### src/rtl/can_node_pkg.sv
`default_nettype none
package can_node_pkg;

  // Frame as seen by the node
  typedef struct packed {
    logic [10:0]     id;
    logic [3:0]      len;
    logic [7:0][7:0] data;
  } can_frame_s;

  typedef enum logic [2:0] {
    ST_INIT   = 3'b001,
    ST_PREOP  = 3'b010,
    ST_OPER   = 3'b100
  } comm_state_e;

  // Identifier bases
  localparam logic [10:0] ID_NMT      = 11'h000;
  localparam logic [10:0] ID_CH1_REQ  = 11'h600;
  localparam logic [10:0] ID_CH2_REQ  = 11'h640;
  localparam logic [10:0] ID_CH1_RSP  = 11'h580;
  localparam logic [10:0] ID_CH2_RSP  = 11'h5c0;
  localparam logic [10:0] ID_PDO1_IN  = 11'h200;
  localparam logic [10:0] ID_PDO2_IN  = 11'h280;
  localparam logic [10:0] ID_PDO3_IN  = 11'h300;

  localparam logic [3:0] NMT_LEN   = 4'h2;
  localparam logic [3:0] PARAM_LEN = 4'h8;

  // State-change commands
  localparam logic [7:0] NMT_START      = 8'h01;
  localparam logic [7:0] NMT_PREOP      = 8'h80;
  localparam logic [7:0] NMT_RESET_ALL  = 8'h81;
  localparam logic [7:0] NMT_RESET_COMM = 8'h82;
  localparam logic [7:0] NMT_BROADCAST  = 8'h00;

  // Payload byte positions
  localparam int BYTE_CMD   = 0;
  localparam int BYTE_IDXLO = 1;
  localparam int BYTE_IDXHI = 2;
  localparam int BYTE_SUB   = 3;
  localparam int BYTE_D1    = 4;
  localparam int BYTE_D3    = 6;
  localparam int BYTE_D4    = 7;

  // Command byte fields
  localparam int CS_MSB   = 7;
  localparam int CS_LSB   = 5;
  localparam int ZERO_BIT = 4;
  localparam int LEN_MSB  = 3;
  localparam int LEN_LSB  = 2;
  localparam int ES_MSB   = 1;
  localparam int ES_LSB   = 0;
  localparam logic [2:0] CS_WRITE = 3'h1;
  localparam logic [2:0] CS_READ  = 3'h2;
  localparam logic [1:0] ES_WRITE = 2'h3;
  localparam logic [1:0] ES_READ  = 2'h0;

  localparam logic [7:0] CMD_WRITE_ACK = 8'h60;
  localparam logic [7:0] CMD_READ_32   = 8'h43;
  localparam logic [7:0] CMD_READ_16   = 8'h4b;
  localparam logic [7:0] CMD_ERROR     = 8'h80;

  localparam logic [7:0] ERR_CLASS    = 8'h06;
  localparam logic [7:0] ERR_INDEX    = 8'h06;
  localparam logic [7:0] ERR_SUBINDEX = 8'h05;
  localparam logic [7:0] ERR_ACCESS   = 8'h03;

  // Parameter table
  localparam logic [15:0] INDEX_BASE  = 16'h5fff;
  localparam int          PARAM_COUNT = 16;
  localparam int          CODE_W      = 4;
  localparam logic [15:0] PARAM_COUNT_W = 16'h0010;
  localparam logic [7:0]  SUBINDEX_MAX  = 8'h00;
  localparam logic [15:0] PARAM_RO_MASK   = 16'h0002;
  localparam logic [15:0] PARAM_COMM_MASK = 16'h000c;
  localparam logic [15:0] PARAM_WIDE_MASK = 16'hfff0;
  localparam int          FIXED_SCALE     = 10000;

  // Initialisation time
  localparam int INIT_TIME_NS  = 1000;
  localparam int CLK_PERIOD_NS = 10;
  localparam int INIT_CYCLES   = (INIT_TIME_NS + CLK_PERIOD_NS - 1) / CLK_PERIOD_NS;
  localparam logic [7:0] INIT_LAST = 8'(INIT_CYCLES - 1);
  localparam logic [6:0] NODE_ADDR_RESET = 7'h00;

endpackage
`default_nettype wire

### src/rtl/can_node_ctrl.sv
`timescale 1ns/1ps
`default_nettype none
module can_node_ctrl
(
  input  wire logic                     mclk,
  input  wire logic                     rst_n,
  input  wire logic [6:0]               nodeAddressSetting,
  input  wire logic                     rxValid,
  input  wire can_node_pkg::can_frame_s rxFrame,
  output logic                          txValid,
  output can_node_pkg::can_frame_s      txFrame,
  output logic                          pdoValid,
  output can_node_pkg::can_frame_s      pdoFrame,
  output logic [2:0]                    commState,
  output logic                          initBusy
);

  can_node_pkg::comm_state_e state;
  can_node_pkg::comm_state_e next_state;

  logic [7:0]  initCount;
  logic [6:0]  nodeAddr;
  logic        restoreAll;
  logic        restoreComm;
  logic        next_restoreAll;
  logic        next_restoreComm;

  wire         isNmt;
  wire         isCh1;
  wire         isCh2;
  wire         isPdo;

  frame_classify u_classify
  (
    .frame    (rxFrame),
    .nodeAddr (nodeAddr),
    .isNmt    (isNmt),
    .isCh1    (isCh1),
    .isCh2    (isCh2),
    .isPdo    (isPdo)
  );

  // State-change decode
  wire [7:0] nmtCmd;
  wire [7:0] nmtTarget;
  wire       nmtForMe;
  wire       nmtHit;
  wire       inInit;
  wire       inPreop;
  wire       inOper;
  wire       initDone;

  assign nmtCmd    = rxFrame.data[can_node_pkg::BYTE_CMD];
  assign nmtTarget = rxFrame.data[can_node_pkg::BYTE_IDXLO];
  assign nmtForMe  = (nmtTarget == can_node_pkg::NMT_BROADCAST)
                  || (nmtTarget == {1'b0, nodeAddr});
  assign nmtHit    = rxValid && isNmt && nmtForMe;
  assign inInit    = (state == can_node_pkg::ST_INIT);
  assign inPreop   = (state == can_node_pkg::ST_PREOP);
  assign inOper    = (state == can_node_pkg::ST_OPER);
  assign initDone  = inInit && (initCount == can_node_pkg::INIT_LAST);

  always_comb
  begin
    next_state       = state;
    next_restoreAll  = 1'b0;
    next_restoreComm = 1'b0;
    case (state)
      can_node_pkg::ST_INIT:
      begin
        if (initDone)
          next_state = can_node_pkg::ST_PREOP;
      end
      can_node_pkg::ST_PREOP:
      begin
        if (nmtHit && (nmtCmd == can_node_pkg::NMT_START))
          next_state = can_node_pkg::ST_OPER;
        else if (nmtHit && (nmtCmd == can_node_pkg::NMT_RESET_ALL))
        begin
          next_state      = can_node_pkg::ST_INIT;
          next_restoreAll = 1'b1;
        end
        else if (nmtHit && (nmtCmd == can_node_pkg::NMT_RESET_COMM))
        begin
          next_state       = can_node_pkg::ST_INIT;
          next_restoreComm = 1'b1;
        end
      end
      can_node_pkg::ST_OPER:
      begin
        if (nmtHit && (nmtCmd == can_node_pkg::NMT_PREOP))
          next_state = can_node_pkg::ST_PREOP;
        else if (nmtHit && (nmtCmd == can_node_pkg::NMT_RESET_ALL))
        begin
          next_state      = can_node_pkg::ST_INIT;
          next_restoreAll = 1'b1;
        end
        else if (nmtHit && (nmtCmd == can_node_pkg::NMT_RESET_COMM))
        begin
          next_state       = can_node_pkg::ST_INIT;
          next_restoreComm = 1'b1;
        end
      end
      default:
        next_state = can_node_pkg::ST_INIT;
    endcase
  end

  always_ff @(posedge mclk or negedge rst_n)
  begin
    if (!rst_n)
      state <= can_node_pkg::ST_INIT;
    else
      state <= next_state;
  end

  always_ff @(posedge mclk or negedge rst_n)
  begin
    if (!rst_n)
    begin
      restoreAll  <= 1'b0;
      restoreComm <= 1'b0;
    end
    else
    begin
      restoreAll  <= next_restoreAll;
      restoreComm <= next_restoreComm;
    end
  end

  // Initialisation timer
  always_ff @(posedge mclk or negedge rst_n)
  begin
    if (!rst_n)
      initCount <= 8'h00;
    else if (!inInit)
      initCount <= 8'h00;
    else if (!initDone)
      initCount <= initCount + 8'h01;
  end

  // Address takes effect when initialisation ends
  always_ff @(posedge mclk or negedge rst_n)
  begin
    if (!rst_n)
      nodeAddr <= can_node_pkg::NODE_ADDR_RESET;
    else if (initDone)
      nodeAddr <= nodeAddressSetting;
  end

  // Parameter request decode
  wire        paramHit;
  wire [7:0]  cmd;
  wire [2:0]  cmdSel;
  wire [1:0]  cmdLen;
  wire [1:0]  cmdFlags;
  wire        cmdZero;
  wire        isWrite;
  wire        isRead;
  wire [15:0] index;
  wire [7:0]  subIndex;
  wire [15:0] codeNum;
  wire [3:0]  code;
  wire        badIndex;
  wire        badSub;
  wire        denied;
  wire        failed;
  wire [31:0] reqData;
  wire [31:0] lenMask;
  wire [31:0] curValue;
  wire        wide;
  wire        storeWe;

  assign paramHit = rxValid && (isCh1 || isCh2) && (inPreop || inOper);
  assign cmd      = rxFrame.data[can_node_pkg::BYTE_CMD];
  assign cmdSel   = cmd[can_node_pkg::CS_MSB:can_node_pkg::CS_LSB];
  assign cmdZero  = ~cmd[can_node_pkg::ZERO_BIT];
  assign cmdLen   = cmd[can_node_pkg::LEN_MSB:can_node_pkg::LEN_LSB];
  assign cmdFlags = cmd[can_node_pkg::ES_MSB:can_node_pkg::ES_LSB];
  assign isWrite  = cmdZero && (cmdSel == can_node_pkg::CS_WRITE)
                 && (cmdFlags == can_node_pkg::ES_WRITE);
  assign isRead   = cmdZero && (cmdSel == can_node_pkg::CS_READ)
                 && (cmdFlags == can_node_pkg::ES_READ);
  // Index sent low byte first
  assign index    = {rxFrame.data[can_node_pkg::BYTE_IDXHI],
                     rxFrame.data[can_node_pkg::BYTE_IDXLO]};
  assign subIndex = rxFrame.data[can_node_pkg::BYTE_SUB];
  assign codeNum  = can_node_pkg::INDEX_BASE - index;
  assign code     = codeNum[3:0];
  assign badIndex = (index > can_node_pkg::INDEX_BASE)
                 || (codeNum >= can_node_pkg::PARAM_COUNT_W);
  assign badSub   = (subIndex > can_node_pkg::SUBINDEX_MAX);
  assign denied   = isWrite && can_node_pkg::PARAM_RO_MASK[code];
  assign failed   = badIndex || badSub || denied;
  // Data bytes little-endian from the first data byte
  assign reqData  = {rxFrame.data[can_node_pkg::BYTE_D4],
                     rxFrame.data[can_node_pkg::BYTE_D3],
                     rxFrame.data[can_node_pkg::BYTE_D1 + 1],
                     rxFrame.data[can_node_pkg::BYTE_D1]};
  // Length code selects valid bytes
  assign lenMask  = (cmdLen == 2'h0) ? 32'hffffffff :
                    (cmdLen == 2'h1) ? 32'h00ffffff :
                    (cmdLen == 2'h2) ? 32'h0000ffff : 32'h000000ff;
  assign wide     = can_node_pkg::PARAM_WIDE_MASK[code];
  assign storeWe  = paramHit && isWrite && !failed;

  param_store u_store
  (
    .mclk        (mclk),
    .rst_n       (rst_n),
    .restoreAll  (restoreAll),
    .restoreComm (restoreComm),
    .wrEn        (storeWe),
    .wrCode      (code),
    .wrData      (reqData & lenMask),
    .rdCode      (code),
    .rdData      (curValue)
  );

  // Response assembly
  wire [10:0]              rspId;
  wire [7:0]               errCode;
  wire [31:0]              rdVal;
  wire                     answer;
  can_node_pkg::can_frame_s rsp;

  assign rspId   = isCh2 ? 11'(can_node_pkg::ID_CH2_RSP + {4'h0, nodeAddr})
                         : 11'(can_node_pkg::ID_CH1_RSP + {4'h0, nodeAddr});
  assign errCode = badIndex ? can_node_pkg::ERR_INDEX :
                   badSub   ? can_node_pkg::ERR_SUBINDEX :
                              can_node_pkg::ERR_ACCESS;
  assign rdVal   = wide ? curValue : {16'h0000, curValue[15:0]};
  assign answer  = paramHit && (isWrite || isRead);

  always_comb
  begin
    rsp.id   = rspId;
    rsp.len  = can_node_pkg::PARAM_LEN;
    rsp.data = '0;
    // Echo index and subindex
    rsp.data[can_node_pkg::BYTE_IDXLO] = rxFrame.data[can_node_pkg::BYTE_IDXLO];
    rsp.data[can_node_pkg::BYTE_IDXHI] = rxFrame.data[can_node_pkg::BYTE_IDXHI];
    rsp.data[can_node_pkg::BYTE_SUB]   = subIndex;
    if (failed)
    begin
      rsp.data[can_node_pkg::BYTE_CMD] = can_node_pkg::CMD_ERROR;
      rsp.data[can_node_pkg::BYTE_D3]  = errCode;
      rsp.data[can_node_pkg::BYTE_D4]  = can_node_pkg::ERR_CLASS;
    end
    else if (isWrite)
      rsp.data[can_node_pkg::BYTE_CMD] = can_node_pkg::CMD_WRITE_ACK;
    else
    begin
      rsp.data[can_node_pkg::BYTE_CMD] = wide ? can_node_pkg::CMD_READ_32
                                              : can_node_pkg::CMD_READ_16;
      rsp.data[can_node_pkg::BYTE_D1]     = rdVal[7:0];
      rsp.data[can_node_pkg::BYTE_D1 + 1] = rdVal[15:8];
      rsp.data[can_node_pkg::BYTE_D3]     = rdVal[23:16];
      rsp.data[can_node_pkg::BYTE_D4]     = rdVal[31:24];
    end
  end

  always_ff @(posedge mclk or negedge rst_n)
  begin
    if (!rst_n)
    begin
      txValid <= 1'b0;
      txFrame <= '0;
    end
    else
    begin
      txValid <= answer;
      if (answer)
        txFrame <= rsp;
    end
  end

  // Process data passes only when operational
  wire pdoHit;
  assign pdoHit = rxValid && isPdo && inOper;

  always_ff @(posedge mclk or negedge rst_n)
  begin
    if (!rst_n)
    begin
      pdoValid <= 1'b0;
      pdoFrame <= '0;
    end
    else
    begin
      pdoValid <= pdoHit;
      if (pdoHit)
        pdoFrame <= rxFrame;
    end
  end

  always_ff @(posedge mclk or negedge rst_n)
  begin
    if (!rst_n)
    begin
      commState <= can_node_pkg::ST_INIT;
      initBusy  <= 1'b1;
    end
    else
    begin
      commState <= next_state;
      initBusy  <= (next_state == can_node_pkg::ST_INIT);
    end
  end

endmodule // can_node_ctrl
`default_nettype wire

### src/rtl/frame_classify.sv
`timescale 1ns/1ps
`default_nettype none
module frame_classify
(
  input  wire can_node_pkg::can_frame_s frame,
  input  wire logic [6:0]               nodeAddr,
  output logic                          isNmt,
  output logic                          isCh1,
  output logic                          isCh2,
  output logic                          isPdo
);

  wire [10:0] addr11;

  assign addr11 = {4'h0, nodeAddr};
  // Fixed identifier for state changes
  assign isNmt = (frame.id == can_node_pkg::ID_NMT)
               && (frame.len == can_node_pkg::NMT_LEN);
  // Channel identifiers follow the node address
  assign isCh1 = (frame.id == 11'(can_node_pkg::ID_CH1_REQ + addr11))
               && (frame.len == can_node_pkg::PARAM_LEN);
  assign isCh2 = (frame.id == 11'(can_node_pkg::ID_CH2_REQ + addr11))
               && (frame.len == can_node_pkg::PARAM_LEN);
  assign isPdo = (frame.id == 11'(can_node_pkg::ID_PDO1_IN + addr11))
              || (frame.id == 11'(can_node_pkg::ID_PDO2_IN + addr11))
              || (frame.id == 11'(can_node_pkg::ID_PDO3_IN + addr11));

endmodule // frame_classify
`default_nettype wire

### src/rtl/param_store.sv
`timescale 1ns/1ps
`default_nettype none
module param_store
(
  input  wire logic        mclk,
  input  wire logic        rst_n,
  input  wire logic        restoreAll,
  input  wire logic        restoreComm,
  input  wire logic        wrEn,
  input  wire logic [3:0]  wrCode,
  input  wire logic [31:0] wrData,
  input  wire logic [3:0]  rdCode,
  output logic      [31:0] rdData
);

  logic [31:0] entries [can_node_pkg::PARAM_COUNT];

  assign rdData = entries[rdCode];

  genvar i;
  generate
    for (i = 0; i < can_node_pkg::PARAM_COUNT; i++)
    begin : g_entry
      // Defaults in fixed-point, scaled by ten thousand
      localparam logic [31:0] DEFVAL = 32'(i * can_node_pkg::FIXED_SCALE);
      wire restoreHit;
      assign restoreHit = restoreAll
                        || (restoreComm && can_node_pkg::PARAM_COMM_MASK[i]);
      always_ff @(posedge mclk or negedge rst_n)
      begin
        if (!rst_n)
          entries[i] <= DEFVAL;
        else if (restoreHit)
          entries[i] <= DEFVAL;
        else if (wrEn && (wrCode == 4'(i)))
          entries[i] <= wrData;
      end
    end
  endgenerate

endmodule // param_store
`default_nettype wire

### config.mk
export PLATFORM = sky130hd
export DESIGN_NAME = can_node_ctrl
export DESIGN_NICKNAME = d
export VERILOG_FILES = /design/src/rtl/can_node_pkg.sv /design/src/rtl/can_node_ctrl.sv /design/src/rtl/frame_classify.sv /design/src/rtl/param_store.sv
export SDC_FILE = /design/constraint.sdc
export NUM_CORES = 1
export LEC_CHECK = 0
export ABC_AREA = 1
export BUFFER_PORTS_ARGS = -buffer_cell sky130_fd_sc_hd__buf_2
export CAP_MARGIN = 20
export CELL_PAD_IN_SITES_DETAIL_PLACEMENT = 1
export CELL_PAD_IN_SITES_GLOBAL_PLACEMENT = 1
export CORE_MARGIN = 2
export CORE_UTILIZATION = 40
export CTS_BUF_LIST = sky130_fd_sc_hd__clkbuf_16
export DETAILED_ROUTE_END_ITERATION = 12
export PLACE_DENSITY = 0.74
export SLEW_MARGIN = 15
export SYNTH_ARGS = -nofsm -noshare
export SYNTH_HDL_FRONTEND = slang
export SYNTH_HIERARCHICAL = 1
export SYNTH_SLANG_ARGS = --single-unit
### constraint.sdc
create_clock -name mclk -period 2.8 [get_ports mclk]
set_clock_uncertainty 0.2 [all_clocks]
set_input_delay 0.42 -clock mclk [delete_from_list [all_inputs] [get_ports mclk]]
set_output_delay 0.42 -clock mclk [all_outputs]
set_load 0.05 [all_outputs]
==> results of run 1 <==
-- layout by cell type (no fill, tap or decap), types with 5 or more instances in the layout --
cell           count
dfrtp_1          580
inv_2              6
o21ai_1          132
dlygate4sd3_1     81
dfstp_2          104
nor2_2             6
nand2_4           38
or2_2              6
nand2_1         1268
buf_8              8
conb_1             5
o21ai_4           15
nand2_2           53
inv_1            666
o21ai_0          397
clkinv_1          22
nand4_1            9
a21oi_1           14
o21ai_2          106
nor3_1             8
buf_16            10
buf_2            246
nand3_1          470
clkbuf_16        117
nor2_4            11
clkinv_2          15
buf_4            141
buf_12            79
buf_6             23
nor2_1           128
nand3_4            5
-- timing repair --
item | in CTS | in global routing
setup buffers | 16 | 23
resized for setup | 83 | 404
pin swaps | 9 | 18
endpoints found under the hold margin | 327 | 0
endpoints found under the setup margin | 512 | 580
gates cloned | 6 | 45
hold buffers | 81 | 0
-- power by group --
part	switching, W	internal [W]	total [W]
logic	0.00145	0.000626	0.00207
registers	0.0000526	0.0101	0.0102
clock network	0.00445	0.00545	0.00990
-- per-stage QoR --
step | power, W | hold slack [ps] | TNS (ps)
2_1_floorplan | 0.01122 | -75.59 | 0
3_3_place_gp | 0.01211 | 193.7 | -76210
3_5_place_dp | 0.01216 | 188.9 | -117400
4_1_cts | 0.02205 | 15.86 | -2171
5_1_grt | 0.02281 | 42.31 | -203240
6_report | 0.02212 | 42.55 | -173260
-- area by class of cell --
cell class	instances	area [µm²]
fillers	9812	39060
flip-flops and latches	685	17270
multi-input cells	2697	12880
repair buffers	624	6237
inverters	658	2497
clock buffers	81	2027
well taps	1070	1339
clock inverters	68	392.9
diodes	3	7.507
-- layer usage --
layer  share of wire [%]  wire length, µm  vias up
met5               0.034               50        -
met4                 6.7             9958        8
met3                 7.9            11700      573
met2                  46            68740     1546
met1                  39            58030    16730
li1                    -                -    14250
-- kinds of logic (layout without fill, tap and decap cells) --
family	Yosys count	after routing
XOR/XNOR	5	5
AO/OA/AOI/OAI	671	671
buffers and inverters	926	1431
adder cells (fa/ha/maj)	4	4
other	1	8
flip-flops	685	685
AND/OR/NAND/NOR	2012	2012
-- how the worst min path moves through the flow --
| stage | slack [ps] | end | from |
|---|---|---|---|
| after floorplan | -80 | commState[1] | rst_n |
| after global placement | 190 | txFrame[51] | rst_n |
| after detailed placement | 190 | txFrame[52] | rst_n |
| after CTS | 20 | pdoFrame[47] | rxFrame[47] |
| after global routing | 40 | pdoFrame[3] | rxFrame[3] |
| final | 40 | pdoFrame[3] | rxFrame[3] |
-- sequential cells by signal, indices dropped and copies added, names as in the netlist --
register         flops
initCount            8
commState            3
txValid              1
u_store/entries    512
restoreAll           1
restoreComm          1
initBusy             1
pdoFrame            79
nodeAddr             7
pdoValid             1
txFrame             71
-- critical path: cells and delay by family, from the launching register on --
kind | cells | cell delay [ps]
flip-flops | 1 | 430
AND/OR/NAND/NOR | 12 | 1490
buffers and inverters | 4 | 630
AO/OA/AOI/OAI | 2 | 400
==> summary.txt, run 1 <==
Status
  – Status: complete, but fails checks
  – Violated checks: setup timing

Flow run
  – Max Cap Viol: 0

Synthesis
  – Top_reg_cell synth: dfrtp_1
  – Async S/R FF share, synth: 100.0%
  – Post-synth cell types: 40
  – Simple-gate area share of the yosys netlist: 25.26%
  – Sequential area share after synthesis: 52.49%
  – Xor/xnor share of the synthesized area: less than 1%
  – Number of flops mapped to enable cells by yosys: 0
  – Synth top cells by count: nand2_1, inv_1, o21ai_0
  – Syn Area/Cell: 7.645 µm²
  – Mux cell area share after synthesis: 0%
  – Yosys warns: 6
  – Area contributors post-synth: dfrtp_1, nand2_1, o21ai_0
  – Synth Area in Compound Gates: 10.68%
  – #FFs+latches synth: roughly 690
  – Largest family of logic cells by synthesized area: simple AND/OR/NAND/NOR gates
  – Most frequent cell after synthesis: nand2_1
  – Top-area cell type share of the netlist area: between 40% and 50%
  – Area share of fa/ha/maj cells after synthesis: less than 1%
  – Synth Instances: 4304
  – Yosys top cell by area: dfrtp_1
  – Synthesized area: 32910 µm²

Setup path
  – Worst Path Arrival: 3620 ps
  – Critical path class: reg -> reg
  – Crit path cell chain: inv_2, nand2_2, nand2_1, nand2_1, nor2_2, nand2_2, nor2_4, nor2_2, nor2_2, nand3_2, nor2_4, buf_12, nand3_4, o21ai_4, buf_6, buf_12, nand2_1, o21ai_0
  – Crit end category: flop
  – Flop-to-flop setup slack: -490 ps
  – Worst path max stage delay: 430 ps
  – Critical-path maximum fanout: 8
  – Worst R2R End: u_store/entries[276]
  – R2R cell count: 18
  – Worst setup path end: u_store/entries[276]
  – Startpoint Class: flop
  – WP data required: 3130 ps
  – R2r startpoint: nodeAddr[1]
  – Worst Setup SP: nodeAddr[1]
  – Slowest CP cell: dfrtp_1

Placement
  – Placed cell area: around 37000 µm²
  – Inst Count DP: 5563
  – Port buffer count: approximately 250
  – Placement Setup Slack: -327.1 ps
  – Placer Congestion: 0.8428
  – HPWL Detailed: 80.78 mm

Clock network
  – Clock-pin slew on the worst setup and hold paths: 70 ps
  – Clk_lat worst skew: 660 ps
  – H-tree depth: 3
  – CTS tree: done
  – Max Root-Sink Buffers: 3
  – Root Buffer: clkbuf_16
  – Clock sinks: 685
  – Total CTS buffers: 80

Layout
  – Fraction of layout cells with a size suffix above 1: between 20% and 30%
  – Post-route cell area: 42650 µm²
  – Nets@finish: 4839
  – Final Core Density: between 50 and 60%
  – Area Overhead vs Synth: 29.63%
  – Non-Filler Instances: 5886

Global routing
  – First-pass GRT wire length: about 200 mm
  – GRT Overall Usage: 30.36%
  – Largest net degree at the start of global routing: slightly below 90
  – Initial antenna violation count: 7
  – Number of global-route vias before repair: around 34000
  – GRT overflow: 0
  – GR Util met1: 39.21%
  – GRT met3 Usage: 5.101%
  – Met2 Use GR: between 50% and 60%
  – GRT Max-Usage Layer: met2

Detailed routing
  – Drt initial violations: 2871
  – Detailed-route via count: 33110
  – Vias/cell: approximately 5.6
  – DR WL/cell: 25.23 µm
  – Routed WL: 148.5 mm
  – Antenna viol nets, final: 0
  – Residual DRC count: 0
  – 1st-pass router iterations: 5

Min path
  – WHS Path Cells: 3
  – Hold Crit Class: in -> reg

Timing
  – Final hold vios: 0
  – Slew @ Worst Pin: 1342 ps
  – Slew Limit Headroom: 10.18%
  – Worst Slack Setup Final: -491.8 ps
  – Fin crit period: 3292 ps
  – Final Cycle Share: 117.6%
  – Final setup viols: between 500 and 600
  – RSZ-0062 raised after global routing: yes
  – Final max-slew violation count: 0
  – Highest clock rate: 303.8 MHz

Die
  – Chip height: approximately 290 µm
  – Initial core utilization: 40.27%
  – Row count: ~110
  – Full die area: 84570 µm²
  – I/O pin total: 253
  – Die X-Extent: between 200 and 300 µm
  – Core outline area: 81720 µm²

Power
  – P_leak: ~22 nW
  – Max VDD drop: 0.4272 mV
  – P per Cell Area: 518.7 nW/µm²
Power figures use the tool's default switching activity.
==> run 2: changes to the inputs <==
--- a/config.mk
+++ b/config.mk
@@ -14,7 +14,7 @@
 export CORE_UTILIZATION = 40
 export CTS_BUF_LIST = sky130_fd_sc_hd__clkbuf_16
 export DETAILED_ROUTE_END_ITERATION = 12
-export PLACE_DENSITY = 0.74
+export PLACE_DENSITY = 0.71
 export SLEW_MARGIN = 15
 export SYNTH_ARGS = -nofsm -noshare
 export SYNTH_HDL_FRONTEND = slang
==> constraint.sdc (replaced) <==
create_clock -name mclk -period 3.7 [get_ports mclk]
set_clock_uncertainty 0.2 [all_clocks]
set_input_delay 0.555 -clock mclk [delete_from_list [all_inputs] [get_ports mclk]]
set_output_delay 0.555 -clock mclk [all_outputs]
set_load 0.05 [all_outputs]
==> run 2 against run 1 <==
Against the previous run: the flow now finishes without violations; via count fell by 10%; critical path depth increased by 1; die area is the same; largest cell class unchanged; sequential cell count unchanged; total power fell by 26%; combinational power decreased by 34%; count of clock-buffer cells in the layout did not move; design area decreased by 9.5%; first-iteration DRC count decreased by 34%; sequential share of layout area is 4.2 points higher.
==> summary.txt, run 2 (same netlist as run 1, synthesis figures left out) <==
Layout
  – Fillers: 10160 (+3.5%)
  – Area Overhead vs Synth: 17.34%
  – Multi-input gate area: 12010 µm² (-6.7%)
  – Top Registers: u_store/entries (512), pdoFrame (79), txFrame (71)
  – Register cell area after layout: 17270 µm² (unchanged)
  – Max FFs per register: 512 (unchanged)
  – Fraction of layout cells with a size suffix above 1: 13.52% (-7.5 points)
  – Top reg by flops: u_store/entries
  – Nets@finish: 4617 (-4.6%)
  – Commonest non-fill, non-tap cell in the layout: nand2_1
  – Leading cell types in the layout, fill and taps excluded: nand2_1, inv_1, o21ai_0, dfrtp_1, nand3_1

Clock network
  – Total CTS buffers: 78 (-2.5%)
  – Clock-pin slew on the worst setup and hold paths: 60 ps (about the same)
  – Clock sinks: 685 (unchanged)
  – Clk_lat worst skew: 630 ps (-30 ps)
  – Max Root-Sink Buffers: 3 (unchanged)
  – Root Buffer: clkbuf_16
  – H-tree depth: 3 (unchanged)
  – CTS tree: done

Detailed routing
  – Residual DRC count: 0 (unchanged)
  – Antenna viol nets, final: 0 (unchanged)
  – Drt initial violations: 1903 (-34%)
  – Detailed-route via count: 29780 (-10%)
  – Vias/cell: 5.263 (-6.4%)
  – Routed WL: 120.0 mm (-19%)
  – 1st-pass router iterations: 5 (unchanged)
  – DR WL/cell: 21.21 µm (-16%)

Die
  – Chip height: 290.8 µm (unchanged)
  – Initial core utilization: 40.27% (unchanged)
  – Full die area: 84570 µm² (unchanged)
  – Die X-Extent: 290.8 µm (unchanged)
  – I/O pin total: 253 (unchanged)
  – Core outline area: 81720 µm² (unchanged)
  – Row count: 105 (unchanged)

Global routing
  – GRT overflow: 0 (unchanged)
  – Number of global-route vias before repair: 31570 (-5.9%)
  – First-pass GRT wire length: 187.9 mm (-6.1%)
  – GRT Overall Usage: 28.49% (-1.9 points)
  – Largest net degree at the start of global routing: 169 (+90%)
  – Initial antenna violation count: 5 (-2)

Placement
  – Placer Congestion: 0.8398 (-0.36%)
  – Port buffer count: 247 (unchanged)
  – HPWL Detailed: 76.48 mm (-5.3%)

Timing
  – Final hold vios: 0 (unchanged)
  – Fin crit period: roughly 3400 ps
  – Final TNS setup: 0 ps (+173260 ps)
  – Highest clock rate: 293.2 MHz
  – Final max-slew violation count: 0 (unchanged)
  – RSZ-0062 raised after global routing: no
  – Final Cycle Share: approximately 90%
  – Final setup viols: 0 (-100%)
  – Slew Limit Headroom: 24.65% (+14 points)
  – Slew @ Worst Pin: 1130 ps (-212.1 ps)

Flow run
  – Max Cap Viol: 0 (unchanged)

Setup path
  – WP data required: 4040 ps (+910 ps)
  – Crit end category: flop
  – Critical-path maximum fanout: 15 (+7)
  – Startpoint Class: primary input
  – Worst Path Arrival: 3750 ps (+130 ps)
  – Critical path class: in -> reg

Min path
  – Hold Crit Class: in -> reg

Power
  – Total design power: 0.01636 W (-26%)
  – P per Cell Area: 423.7 nW/µm² (-18%)
  – P_leak: 19.61 nW (-10%)
  – Max VDD drop: 0.3609 mV (-16%)

Status
  – Status: finished clean
run 2: changes by cell type in the layout (fill, tap and decap cells not counted), sizes merged:
cell,before,now
clkinv,40,28
clkinvlp,2,0
clkbuf,117,81
inv,682,688
buf,507,367
dlygate4sd3,81,37
diode,3,4
run 2: cell type report:
type,instances,area share [%]
inverters,658,6.461
flip-flops and latches,685,44.73
clock buffers,81,5.250
repair buffers,404,8.150
well taps,1070,3.467
diodes,4,0.02592
multi-input cells,2697,31.11
clock inverters,60,0.7971
run 2: path summary, 6_finish.rpt:
| kind | start | end | slack (ps) | depth (start not counted) |
|---|---|---|---|---|
| setup / recovery | rxFrame[71] | u_store/entries[389] | 290 | 19 |
| hold / removal | rxFrame[48] | pdoFrame[48] | 20 | 3 |
| setup reg to reg | nodeAddr[6] | u_store/entries[389] | 420 | 17 |
| hold reg to reg | txFrame[77] | txFrame[77] | 280 | 2 |
| max in group asynchronous | rst_n | u_store/entries[176] | 2010 | 4 |
| min in group asynchronous | rst_n | u_store/entries[431] | 270 | 2 |
run 2: per-stage QoR:
stage	std cells	setup slack (ps)	hold WS (ps)	area (µm²)	util, %
floorplan	4308	613.3	59.41	32920	-
global placement	5477	279.0	254.4	35890	43.92
detailed placement	5477	179.0	257.6	35890	43.92
CTS	5655	266.8	1.354	38600	47.23
global route	5657	3.388	35.90	38610	47.25
finish	5659	289.0	23.69	38610	47.25
run 2: repair_timing:
item                       in CTS  in global routing
hold buffers                   37                  0
gates resized for setup         0                  1
hold endpoints to repair       63                  0
setup buffers                   0                  0
setup endpoints to repair       0                  2
run 2: critical path, stage by stage:
cell	delay, ps
dlygate4sd3_1	550
buf_2	150
xnor2_1	160
nand2_1	90
nor2_2	120
nand2_1	90
nor2_1	190
nor2_1	70
nor2_1	190
nand3_1	120
nor2_1	210
buf_4	240
nand3_4	170
nor2_4	260
nor2_4	100
inv_2	90
buf_4	210
nand2_1	80
o21ai_0	80
run 2: per-layer routing:
layer / wire length, µm / GRT usage, % / share of wire [%] / up-vias
li1: - / - / - / 13750
met1: 54370 / 39.06 / 45 / 15160
met2: 56370 / 46.71 / 47 / 686
met3: 6026 / 4.153 / 5.0 / 186
met4: 3246 / 8.695 / 2.7 / 2
met5: 13 / 0 / 0.011 / -
run 2: report_power, final:
group / internal, W / total [W] / switching [W] / leakage, nW
Combinational: 0.000368 / 0.00136 / 0.000992 / 9.56
Clock: 0.00408 / 0.00732 / 0.00325 / 1.25
Sequential: 0.00764 / 0.00768 / 0.0000358 / 8.79
